**src/shared/ldd_params.svh**
```systemverilog
/*
 Constants of the LED driver diagnostic status block: register offsets,
 field positions, reset values and timing figures.
 Assumes a 40 MHz core clock; times are given in microseconds.
*/
`ifndef LDD_PARAMS_SVH
`define LDD_PARAMS_SVH

`define LDD_ADDR_COPY     8'h06
`define LDD_ADDR_DIAG3    8'h35
`define LDD_ADDR_DIAG2    8'h36
`define LDD_ADDR_DIAG1    8'h37

`define LDD_D1_FAULT_BIT  4
`define LDD_D1_GOOD_BIT   3
`define LDD_D2_NVFAIL_BIT 4
`define LDD_D2_NVDONE_BIT 3
`define LDD_D3_CUR_LSB    3

`define LDD_RST_BYTE      8'h00
`define LDD_RST_CH        3'h0

`define LDD_CLK_MHZ       40
`define LDD_START_WAIT_US 12000
`define LDD_RUN_WAIT_US   1000
`define LDD_GATE_HIGH_US  1000

`define LDD_FAULT_CNT_W   19
`define LDD_GATE_CNT_W    16

`endif

```
**src/shared/ldd_pkg.sv**
```systemverilog
/*
 Types of the LED driver diagnostic status block.
 Assumes ldd_params.svh is on the include path.
*/
`include "ldd_params.svh"

package ldd_pkg;

   typedef enum logic [1:0] {
      LDD_GS_START = 2'b00,
      LDD_GS_RUN   = 2'b01,
      LDD_GS_FAULT = 2'b10
   } ldd_gs_state_t;

   typedef struct packed {
      ldd_gs_state_t                gs;
      logic [`LDD_FAULT_CNT_W-1:0]  gs_cnt;
      logic                         fault;
      logic                         good;
      logic                         drv_en;
      logic                         vled_en;
      logic [2:0]                   pwm_prev;
      logic                         vin_prev;
      logic [2:0]                   copy;
      logic [2:0]                   last;
      logic [2:0]                   cur;
      logic [2:0]                   lh_sample;
      logic [2:0]                   lh_flag;
      logic [2:0]                   cut;
      logic [2:0]                   gate_en;
      logic [2:0]                   toggle;
      logic                         nv_fail;
      logic                         nv_done;
      logic [7:0]                   rd_data;
   } ldd_state_t;

   // Whole cycles at the core clock for a time in microseconds
   function automatic int unsigned ldd_us_to_cycles(input int unsigned us);
      return us * `LDD_CLK_MHZ;
   endfunction

endpackage
```
**src/design/ldd_diag.sv**
```systemverilog
/*
 Diagnostic status registers of a three-channel LED buck driver: gate
 supply fault and good, current reached flags, copy requests, memory
 access and PWM toggle flags, low headroom flags with gate cut-off.
 Assumes the serial interface decodes commands into reg_wr_en pulses
 with reg_addr and reg_wr_data, and returns reg_rd_data one cycle after
 reg_addr is presented. rst_b covers power-on and the enable pin low.
*/
`timescale 1ns/1ps
`include "ldd_params.svh"

// Summary of operation
// - Gate supply fault sets after 12 ms at start-up, 1 ms in operation.
// - Fault turns off gate drivers and regulator, clears good, stops current.
// - Fault stops updates of LED voltage measurements.
// - Fault clears only by clear-errors, off mode, or power-on reset.
// - Good sets when supply regulated; clears on undervoltage or fault.
// - Last-cycle flag refreshes on PWM falling edge or copy request.
// - Last-cycle flag clears on undervoltage or that channel's low headroom.
// - Copy request moves current flag to last, clears current, self-clears.
// - Access-failed flag sets on rejected write; diag 2 write clears it.
// - Access-done flag sets on completed access; diag 2 write clears it.
// - Toggle flag sets on PWM level change until diag 2 written.
// - Low headroom while on and input above undervoltage cuts gate and sets flag.
// - Gate resumes when headroom returns above threshold.
// - Headroom flags sticky until diag 3 write; may re-set from last sample.
// - Current-cycle flag sets when target current reached.
// - Current-cycle flag clears on fall, undervoltage, copy, long gate high.
// - Diag 3: current-cycle flags bits 5:3, headroom flags 2:0.
// - Diag 2: failed bit 4, done bit 3, toggle flags 2:0.
// - Diag 1: fault bit 4, good bit 3, last-cycle flags 2:0.
module ldd_diag
   import ldd_pkg::*;
#(
   parameter int unsigned START_WAIT_CYCLES = ldd_us_to_cycles(`LDD_START_WAIT_US),
   parameter int unsigned RUN_WAIT_CYCLES   = ldd_us_to_cycles(`LDD_RUN_WAIT_US),
   parameter int unsigned GATE_HIGH_CYCLES  = ldd_us_to_cycles(`LDD_GATE_HIGH_US)
) (
   input  wire logic       clock,
   input  wire logic       rst_b,
   input  wire logic [2:0] pwm_pin,
   input  wire logic       gate_supply_at_target,
   input  wire logic       vin_above_uv,
   input  wire logic [2:0] current_at_target,
   input  wire logic [2:0] headroom_low,
   input  wire logic [2:0] channel_on,
   input  wire logic [2:0] gate_drive_high,
   input  wire logic       clear_errors,
   input  wire logic       nv_write_rejected,
   input  wire logic       nv_access_done,
   input  wire logic       reg_wr_en,
   input  wire logic [7:0] reg_addr,
   input  wire logic [7:0] reg_wr_data,
   output logic      [7:0] reg_rd_data,
   output logic            gate_supply_fault,
   output logic            gate_supply_good,
   output logic            input_supply_status,
   output logic            gate_driver_enable,
   output logic            gate_supply_reg_enable,
   output logic            vled_update_enable,
   output logic      [2:0] channel_gate_enable
);

   localparam logic [`LDD_FAULT_CNT_W-1:0] START_LIM =
      `LDD_FAULT_CNT_W'(START_WAIT_CYCLES - 1);
   localparam logic [`LDD_FAULT_CNT_W-1:0] RUN_LIM =
      `LDD_FAULT_CNT_W'(RUN_WAIT_CYCLES - 1);

   ldd_state_t  st_q;
   ldd_state_t  st_d;
   logic [10:0] sync_q;
   logic [2:0]  pwm_s;
   logic        gs_at_s;
   logic        vin_s;
   logic [2:0]  cur_at_s;
   logic [2:0]  hl_s;
   logic [2:0]  gate_tmo;
   logic [2:0]  pwm_fall;
   logic [2:0]  pwm_chg;
   logic        uv_event;
   logic [2:0]  lh_event;

   function automatic logic wr_hit(input logic en, input logic [7:0] a,
                                   input logic [7:0] target);
      return en && (a == target);
   endfunction

   // Pins and analog comparator outputs all come from outside the clock
   ldd_sync #(.W(11)) u_sync (
      .clock (clock),
      .rst_b (rst_b),
      .d     ({pwm_pin, gate_supply_at_target, vin_above_uv,
               current_at_target, headroom_low}),
      .q     (sync_q)
   );

   assign pwm_s    = sync_q[10:8];
   assign gs_at_s  = sync_q[7];
   assign vin_s    = sync_q[6];
   assign cur_at_s = sync_q[5:3];
   assign hl_s     = sync_q[2:0];

   for (genvar i = 0; i < 3; i++) begin : g_tmr
      ldd_gate_timer #(.LIMIT(GATE_HIGH_CYCLES)) u_tmr (
         .clock     (clock),
         .rst_b     (rst_b),
         .gate_high (gate_drive_high[i]),
         .pwm_high  (pwm_s[i]),
         .timeout   (gate_tmo[i])
      );
   end

   assign pwm_fall = st_q.pwm_prev & ~pwm_s;
   assign pwm_chg  = st_q.pwm_prev ^ pwm_s;
   assign uv_event = st_q.vin_prev & ~vin_s;

   always_comb begin
      logic       wr_copy;
      logic       wr_d2;
      logic       wr_d3;
      logic       sampling;
      wr_copy  = wr_hit(reg_wr_en, reg_addr, `LDD_ADDR_COPY);
      wr_d2    = wr_hit(reg_wr_en, reg_addr, `LDD_ADDR_DIAG2);
      wr_d3    = wr_hit(reg_wr_en, reg_addr, `LDD_ADDR_DIAG3);
      sampling = 1'b0;
      lh_event = '0;
      st_d     = st_q;
      st_d.pwm_prev = pwm_s;
      st_d.vin_prev = vin_s;

      // Gate supply supervision; undervoltage holds off both flags
      unique case (st_q.gs)
         LDD_GS_START, LDD_GS_RUN: begin
            if (!vin_s) begin
               st_d.gs     = LDD_GS_START;
               st_d.gs_cnt = '0;
               st_d.good   = 1'b0;
            end else if (gs_at_s) begin
               st_d.gs     = LDD_GS_RUN;
               st_d.gs_cnt = '0;
               st_d.good   = 1'b1;
            end else if (st_q.gs_cnt ==
                         ((st_q.gs == LDD_GS_START) ? START_LIM : RUN_LIM)) begin
               st_d.gs    = LDD_GS_FAULT;
               st_d.fault = 1'b1;
               st_d.good  = 1'b0;
            end else begin
               st_d.gs_cnt = st_q.gs_cnt + 1'b1;
            end
         end
         LDD_GS_FAULT: begin
            st_d.good = 1'b0;
            if (clear_errors) begin
               st_d.gs     = LDD_GS_START;
               st_d.fault  = 1'b0;
               st_d.gs_cnt = '0;
            end
         end
         default: begin
            st_d.gs     = LDD_GS_FAULT;
            st_d.fault  = 1'b1;
            st_d.good   = 1'b0;
            st_d.gs_cnt = '0;
         end
      endcase
      // Drivers and regulator stay off through a fault, leaving only the bus
      st_d.drv_en  = vin_s && (st_d.gs != LDD_GS_FAULT);
      st_d.vled_en = st_d.good && !st_d.fault;

      for (int i = 0; i < 3; i++) begin
         // Low headroom; outside monitoring the last sample is kept
         sampling = channel_on[i] && vin_s;
         if (sampling) begin
            st_d.lh_sample[i] = hl_s[i];
         end
         st_d.cut[i]     = sampling && hl_s[i];
         lh_event[i]     = st_d.cut[i] && !st_q.cut[i];
         st_d.lh_flag[i] = st_d.lh_sample[i] ||
                           (st_q.lh_flag[i] && !wr_d3);
         st_d.gate_en[i] = st_d.drv_en && channel_on[i] && !st_d.cut[i];

         // Last-cycle flag: copy on falling edge or request, clear on events
         if (uv_event || lh_event[i]) begin
            st_d.last[i] = 1'b0;
         end else if (pwm_fall[i] || st_q.copy[i]) begin
            st_d.last[i] = st_q.cur[i];
         end

         // Current-cycle flag: a clear wins over a set in the same cycle
         if (pwm_fall[i] || uv_event || st_q.copy[i] || gate_tmo[i]) begin
            st_d.cur[i] = 1'b0;
         end else if (cur_at_s[i]) begin
            st_d.cur[i] = 1'b1;
         end

         // A new request in the cycle of the self-clear is kept
         st_d.copy[i] = (wr_copy && reg_wr_data[i]);

         st_d.toggle[i] = pwm_chg[i] || (st_q.toggle[i] && !wr_d2);
      end

      st_d.nv_fail = nv_write_rejected || (st_q.nv_fail && !wr_d2);
      st_d.nv_done = nv_access_done || (st_q.nv_done && !wr_d2);

      // Read data is registered; unmapped offsets read zero
      st_d.rd_data = `LDD_RST_BYTE;
      unique case (reg_addr)
         `LDD_ADDR_COPY: st_d.rd_data[2:0] = st_q.copy;
         `LDD_ADDR_DIAG3: begin
            st_d.rd_data[`LDD_D3_CUR_LSB +: 3] = st_q.cur;
            st_d.rd_data[2:0] = st_q.lh_flag;
         end
         `LDD_ADDR_DIAG2: begin
            st_d.rd_data[`LDD_D2_NVFAIL_BIT] = st_q.nv_fail;
            st_d.rd_data[`LDD_D2_NVDONE_BIT] = st_q.nv_done;
            st_d.rd_data[2:0] = st_q.toggle;
         end
         `LDD_ADDR_DIAG1: begin
            st_d.rd_data[`LDD_D1_FAULT_BIT] = st_q.fault;
            st_d.rd_data[`LDD_D1_GOOD_BIT]  = st_q.good;
            st_d.rd_data[2:0] = st_q.last;
         end
         default: st_d.rd_data = `LDD_RST_BYTE;
      endcase
   end

   // Reset is power-on or enable low, which is also off mode
   always_ff @(posedge clock or negedge rst_b) begin
      if (!rst_b) begin
         st_q    <= '0;
         st_q.gs <= LDD_GS_START;
      end else begin
         st_q <= st_d;
      end
   end

   assign reg_rd_data            = st_q.rd_data;
   assign gate_supply_fault      = st_q.fault;
   assign gate_supply_good       = st_q.good;
   assign input_supply_status    = vin_s;
   assign gate_driver_enable     = st_q.drv_en;
   assign gate_supply_reg_enable = st_q.drv_en;
   assign vled_update_enable     = st_q.vled_en;
   assign channel_gate_enable    = st_q.gate_en;

   fault_drive_off_a: assert property (@(posedge clock) disable iff (!rst_b)
      st_q.fault |-> !gate_driver_enable && !gate_supply_good
                     && channel_gate_enable == 3'h0)
      else $error("drive active during gate supply fault");

   fault_vled_a: assert property (@(posedge clock) disable iff (!rst_b)
      st_q.fault |-> !vled_update_enable)
      else $error("measurement update during fault");

   fault_sticky_a: assert property (@(posedge clock) disable iff (!rst_b)
      st_q.fault && !clear_errors |=> st_q.fault)
      else $error("fault flag dropped without clear");

   fault_cause_a: assert property (@(posedge clock) disable iff (!rst_b)
      $rose(st_q.fault) |-> $past(vin_s) && !$past(gs_at_s)
         && $past(st_q.gs_cnt) == (($past(st_q.gs) == LDD_GS_START) ? START_LIM
                                   : RUN_LIM))
      else $error("fault set before wait elapsed");

   good_uv_a: assert property (@(posedge clock) disable iff (!rst_b)
      !vin_s |=> !gate_supply_good)
      else $error("good flag held through undervoltage");

   copy_self_clear_a: assert property (@(posedge clock) disable iff (!rst_b)
      st_q.copy[0] && !(reg_wr_en && reg_addr == `LDD_ADDR_COPY && reg_wr_data[0])
      |=> !st_q.copy[0])
      else $error("copy request did not self-clear");

   copy_transfer_a: assert property (@(posedge clock) disable iff (!rst_b)
      st_q.copy[1] && !uv_event && !lh_event[1]
      |=> st_q.last[1] == $past(st_q.cur[1]) && !st_q.cur[1])
      else $error("copy did not move current flag");

   fall_clears_cur_a: assert property (@(posedge clock) disable iff (!rst_b)
      pwm_fall[2] |=> !st_q.cur[2])
      else $error("current flag kept over pwm fall");

   toggle_set_a: assert property (@(posedge clock) disable iff (!rst_b)
      pwm_chg[0] |=> st_q.toggle[0])
      else $error("toggle flag not set");

   diag2_clear_a: assert property (@(posedge clock) disable iff (!rst_b)
      reg_wr_en && reg_addr == `LDD_ADDR_DIAG2 && !nv_write_rejected
      && !nv_access_done |=> !st_q.nv_fail && !st_q.nv_done)
      else $error("memory flags not cleared by write");

   headroom_sticky_a: assert property (@(posedge clock) disable iff (!rst_b)
      st_q.lh_flag[0] && !(reg_wr_en && reg_addr == `LDD_ADDR_DIAG3)
      |=> st_q.lh_flag[0])
      else $error("headroom flag dropped without write");

   headroom_cut_a: assert property (@(posedge clock) disable iff (!rst_b)
      channel_on[1] && vin_s && hl_s[1] |=> !channel_gate_enable[1]
      && st_q.lh_flag[1])
      else $error("gate not cut on low headroom");

   good_set_a: assert property (@(posedge clock) disable iff (!rst_b)
      vin_s && gs_at_s && (st_q.gs == LDD_GS_START || st_q.gs == LDD_GS_RUN)
      |=> gate_supply_good)
      else $error("good flag not set at regulated supply");

   last_fall_copy_a: assert property (@(posedge clock) disable iff (!rst_b)
      pwm_fall[0] && !uv_event && !lh_event[0]
      |=> st_q.last[0] == $past(st_q.cur[0]))
      else $error("last-cycle flag not copied on pwm fall");

   last_clear_a: assert property (@(posedge clock) disable iff (!rst_b)
      uv_event || lh_event[2] |=> !st_q.last[2])
      else $error("last-cycle flag kept over clear event");

   uv_clears_cur_a: assert property (@(posedge clock) disable iff (!rst_b)
      uv_event |=> st_q.cur == 3'h0)
      else $error("current flags kept over undervoltage");

   cur_set_a: assert property (@(posedge clock) disable iff (!rst_b)
      cur_at_s[1] && !pwm_fall[1] && !uv_event && !st_q.copy[1] && !gate_tmo[1]
      |=> st_q.cur[1])
      else $error("current flag not set at target");

   nv_fail_set_a: assert property (@(posedge clock) disable iff (!rst_b)
      nv_write_rejected |=> st_q.nv_fail)
      else $error("access failed flag not set");

   headroom_resume_a: assert property (@(posedge clock) disable iff (!rst_b)
      channel_on[0] && !hl_s[0] |=> channel_gate_enable[0] == gate_driver_enable)
      else $error("gate not resumed after headroom returned");

   diag1_read_a: assert property (@(posedge clock) disable iff (!rst_b)
      reg_addr == `LDD_ADDR_DIAG1 |=> reg_rd_data ==
         {3'h0, $past(st_q.fault), $past(st_q.good), $past(st_q.last)})
      else $error("diagnostic register 1 read wrong");

   toggle_seen_c: cover property (@(posedge clock) disable iff (!rst_b)
      pwm_chg[1] ##1 st_q.toggle[1]);
   fault_seen_c: cover property (@(posedge clock) disable iff (!rst_b)
      $rose(st_q.fault) ##[1:20] !st_q.fault);
   copy_seen_c: cover property (@(posedge clock) disable iff (!rst_b)
      st_q.cur[0] ##1 st_q.copy[0] ##1 st_q.last[0]);
   headroom_seen_c: cover property (@(posedge clock) disable iff (!rst_b)
      st_q.cut[2] ##[1:20] !st_q.cut[2] && channel_gate_enable[2]);

endmodule

```
**src/design/ldd_gate_timer.sv**
```systemverilog
/*
 Per-channel watchdog on the gate staying high while PWM is high.
 Assumes gate_high and pwm_high are levels on the core clock.
 Pulses timeout once when the condition has lasted LIMIT cycles.
*/
`timescale 1ns/1ps
`include "ldd_params.svh"

module ldd_gate_timer
   import ldd_pkg::*;
#(
   parameter int unsigned LIMIT = 40000
) (
   input  wire logic clock,
   input  wire logic rst_b,
   input  wire logic gate_high,
   input  wire logic pwm_high,
   output logic      timeout
);

   localparam logic [`LDD_GATE_CNT_W-1:0] LIM = `LDD_GATE_CNT_W'(LIMIT);

   typedef struct packed {
      logic [`LDD_GATE_CNT_W-1:0] cnt;
      logic                       hit;
   } ldd_gtmr_t;

   ldd_gtmr_t st_q;
   ldd_gtmr_t st_d;

   always_comb begin
      st_d     = st_q;
      st_d.hit = 1'b0;
      if (!(gate_high && pwm_high)) begin
         st_d.cnt = '0;
      end else if (st_q.cnt != LIM) begin
         st_d.cnt = st_q.cnt + 1'b1;
         // Saturating keeps the pulse to one per high phase
         st_d.hit = (st_d.cnt == LIM);
      end
   end

   always_ff @(posedge clock or negedge rst_b) begin
      if (!rst_b) begin
         st_q <= '0;
      end else begin
         st_q <= st_d;
      end
   end

   assign timeout = st_q.hit;

   timer_pulse_a: assert property (@(posedge clock) disable iff (!rst_b)
      timeout |-> $past(gate_high) && $past(pwm_high))
      else $error("gate timer fired without gate and pwm high");

endmodule

```
**src/design/ldd_sync.sv**
```systemverilog
/*
 Two-stage synchroniser for a vector of asynchronous levels.
 Assumes each bit is an independent level; no bus coherence is given.
*/
`timescale 1ns/1ps

module ldd_sync
   import ldd_pkg::*;
#(
   parameter int W = 1
) (
   input  wire logic         clock,
   input  wire logic         rst_b,
   input  wire logic [W-1:0] d,
   output logic      [W-1:0] q
);

   typedef struct packed {
      logic [W-1:0] s1;
      logic [W-1:0] s2;
   } ldd_sync_t;

   ldd_sync_t st_q;
   ldd_sync_t st_d;

   always_comb begin
      st_d    = st_q;
      st_d.s1 = d;
      // First stage feeds only the second stage
      st_d.s2 = st_q.s1;
   end

   always_ff @(posedge clock or negedge rst_b) begin
      if (!rst_b) begin
         st_q <= '0;
      end else begin
         st_q <= st_d;
      end
   end

   assign q = st_q.s2;

endmodule

```
**config.mk**
```make
export PLATFORM = sky130hd
export DESIGN_NAME = ldd_diag
export DESIGN_NICKNAME = d
export VERILOG_FILES = /design/src/shared/ldd_pkg.sv /design/src/design/ldd_diag.sv /design/src/design/ldd_gate_timer.sv /design/src/design/ldd_sync.sv
export VERILOG_INCLUDE_DIRS = /design/src /design/src/shared
export SDC_FILE = /design/constraint.sdc
export NUM_CORES = 1
export LEC_CHECK = 0
export BUFFER_PORTS_ARGS = -buffer_cell sky130_fd_sc_hd__buf_2
export CAP_MARGIN = 0
export CORE_MARGIN = 1.5
export CORE_UTILIZATION = 50
export CTS_CLUSTER_DIAMETER = 60
export DETAILED_ROUTE_END_ITERATION = 10
export PLACE_DENSITY = 0.71
export SLEW_MARGIN = 15
export SYNTH_ARGS = -nofsm -noshare
export SYNTH_HDL_FRONTEND = slang
export SYNTH_SLANG_ARGS = --single-unit
```
**constraint.sdc**
```tcl
create_clock -name clock -period 1.8 [get_ports clock]
set_input_delay 0.36 -clock clock [delete_from_list [all_inputs] [get_ports clock]]
set_output_delay 0.36 -clock clock [all_outputs]
set_load 0.01 [all_outputs]
```
==> impl_metrics.ini <==
[sta]
final.setup.worst_slack_ns = -0.0822
grt_setup_unrepaired = true
setup_violations = 2
post-route-min-period_ns = 1.88
worst_pin_slew_ns = 0.535
hold_viol = 0
post-route-period-util_pct = 105
hold_ws_ns = 0.0409
report.final.slew_viol_count = 0
relSlewSlack_pct = 64.0
final.setup_skew_ns = 0.00701
fmax_mhz = 531

[route]
vias = 5292
detail-route-antenna-nets = 0
drt_pass1_iterations = 5
drt-initial-drc-count = 525
wl_per_cell_um = 15.3
drc = 0
vias_per_cell = 5.44
drt_wl_total_um = 14900

[clock_tree]
clk_pin_slew_worst_paths_ns = 0.06
cts_tree = done
cts_buffers = 17
cts.htree.levels = 4
clk_latency_ns = 0.42
root_buffer = clkbuf_16
clk_path_buf_depth = 2
clock_sinks = 134

[worst_setup_path]
cp_slowest_cell = dfrtp_1
path_delay_family = simple AND/OR/NAND/NOR gates
cp-start-kind = flop
cp-startpoint = g_tmr[2].u_tmr.st_q[2]
slowest_delay_ns = 0.41
path_cells = ha_1 -> nand4_1 -> nor2_2 -> xnor2_1 -> nor2_1 -> nand4_1 -> a2111oi_2
cp_data_arrival_time_ns = 2.19
critical_path_required_ns = 2.11
r2r-start = g_tmr[2].u_tmr.st_q[2]
cp_max_fo = 5
end_kind = flop
path_class = reg2reg
reg2regPathDepth = 7
reg2reg_to = g_tmr[2].u_tmr.timeout
cp_common_cell = nand4_1
cp.buffers_inverters = 0
r2r_slack_ns = -0.08

[power]
ir_drop_mv = 0.657
p_per_area_mw_per_mm2 = 840
leakagePower_uw = 0.00380

[logic_synthesis]
synth_edf_count = 0
ys_types = 67
syn_area_mm2 = 0.00651
synth_cells = 656
ys_warn_count = 0
synth_commonest_cells = 134 x dfrtp_1, 86 x nor2_1, 65 x nand2_1, 32 x nand3_1, 28 x o21ai_0
async_reset_ff_share_pct = 100
yosys-top-cells-area = dfrtp_1 51%, nor2_1 5.0%, nand2_1 3.7%, xor2_1 3.5%, xnor2_1 2.8%
synth-main-ff-cell = dfrtp_1
yosysTopAreaCell = dfrtp_1
ys_seq_area_share_pct = 51.5
syn_avg_cell_area_um2 = 9.93
synth-seq-cells = 134
synth.most_common_cell = dfrtp_1
synth_top_cell_area_share_pct = 51.5

[hold_path]
hp-class = in2reg
hold-path-endpoint = u_sync.st_d[9]
hold_depth = 1
worstHoldStart = pwm_pin[1]

[die]
initial_core_util_pct = 51.4
die_y_um = 117
die_area_mm2 = 0.0137
die_x_um = 117
fp.coreArea_mm2 = 0.0127
rows = 41
ios = 56

[place]
placedCellCount = 929
dp_hpwl_um = 10300
place_congestion = 0.887
place_ws_ns = -0.0117
io_buffers = 48

[outcome]
status = finished with violations
violations = setup timing

[global_routing]
grt_overflow = 0
grt_use_total_pct = 23.3
grt_pass1_wl_um = 24600
grt_antenna_before_repair = 1
grt_pass1_vias = 5303
grt_max_degree = 54

[run]
drv_cap = 0

[final_layout]
instances_no_fill = 973
area_growth_pct = 27.0
drive_above_1_share_pct = 27.8
nNetsFinal = 839
[kinds of logic after synthesis]
logic type / after synthesis / synth area share [%]
AOI/OAI and AO/OA: 98 / 10.0
xor gates and xnor gates: 47 / 6.32
adders and majority gates: 13 / 2.50
buffers and inverters: 56 / 4.28
DFF: 134 / 51.5
muxes: 8 / 1.25
other: 1 / 0.0576
and+or+nand+nor: 299 / 24.1
[layout make-up]
cell class	instances	area (um2)
diodes	1	2.50
repair buffers	141	996
clock inverters	14	151
well taps	172	215
clock buffers	18	439
fillers	1031	4400
flip-flops and latches	134	3360
multi-input cells	468	3020
inverters	25	93.8
[cell usage in the layout (no fill, tap or decap), types with 8 or more instances in the layout]
master     count
xor2_1        26
inv_1         24
a21oi_1       17
nor4_1         8
nand2_1       64
nand4_1       16
a21o_1         9
dfrtp_1      131
nor3_1        14
xnor2_1       19
nor2_1        82
nand3_1       29
buf_2         47
and3_1        15
buf_4         86
clkbuf_16     17
ha_1          10
o21ai_0       27
[state kept, by name, summed over array words and instances (netlist names)]
register	flops
g_tmr.u_tmr.st_q	48
st_q	48
u_sync.q	11
u_sync.st_d	11
reg_rd_data	6
channel_gate_enable	3
g_tmr.u_tmr.timeout	3
gate_driver_enable	1
gate_supply_fault	1
gate_supply_good	1
vled_update_enable	1
[power breakdown]
group	total, uW	leakage [uW]	switching (uW)	internal, uW
Clock	3400	0.000287	1320	2080
Combinational	393	0.00177	227	165
Sequential	3150	0.00174	54.0	3100
[worst max path at each step]
stage                             end  slack [ns]  depth (start not counted)
2_1_floorplan  g_tmr[1].u_tmr.timeout      -0.005                          7
3_3_place_gp   g_tmr[0].u_tmr.timeout       -0.01                          7
3_5_place_dp   g_tmr[0].u_tmr.timeout       -0.01                          7
4_1_cts        g_tmr[1].u_tmr.timeout      -0.007                          7
5_1_grt        g_tmr[2].u_tmr.timeout       -0.17                          7
6_report       g_tmr[2].u_tmr.timeout       -0.08                          7
[stage by stage]
| stage | util (%) | setup TNS [ns] | area (um2) | total power [uW] |
|---|---|---|---|---|
| 4_1_cts | 64.1 | -0.0133 | 8120 | 7000 |
| 5_1_grt | 65.3 | -0.708 | 8270 | 7220 |
| 3_3_place_gp | 59.0 | -0.0104 | 7480 | 3570 |
| 3_5_place_dp | 59.0 | -0.0166 | 7480 | 3590 |
| 6_report | 65.3 | -0.0964 | 8270 | 6950 |
| 2_1_floorplan | - | -0.00504 | 6540 | 3360 |
[layer usage]
metal	track usage [%]	part of all wire [%]	routed length (um)	vias to the layer above
met5	0	0	0	-
met4	8.27	2.2	331	0
met3	6.23	4.2	632	31
met2	38.5	50	7430	128
met1	29.6	44	6490	2574
li1	-	-	-	2559
[timing repair]
action	CTS	global route
cloned	0	1
gates resized for setup	5	23
pin swaps	6	12
setup buffers	3	6
endpoints found under the setup margin	15	43
endpoints found under the hold margin	50	0
hold buffers	1	0
Note: power is estimated with default switching activity, not from simulation.
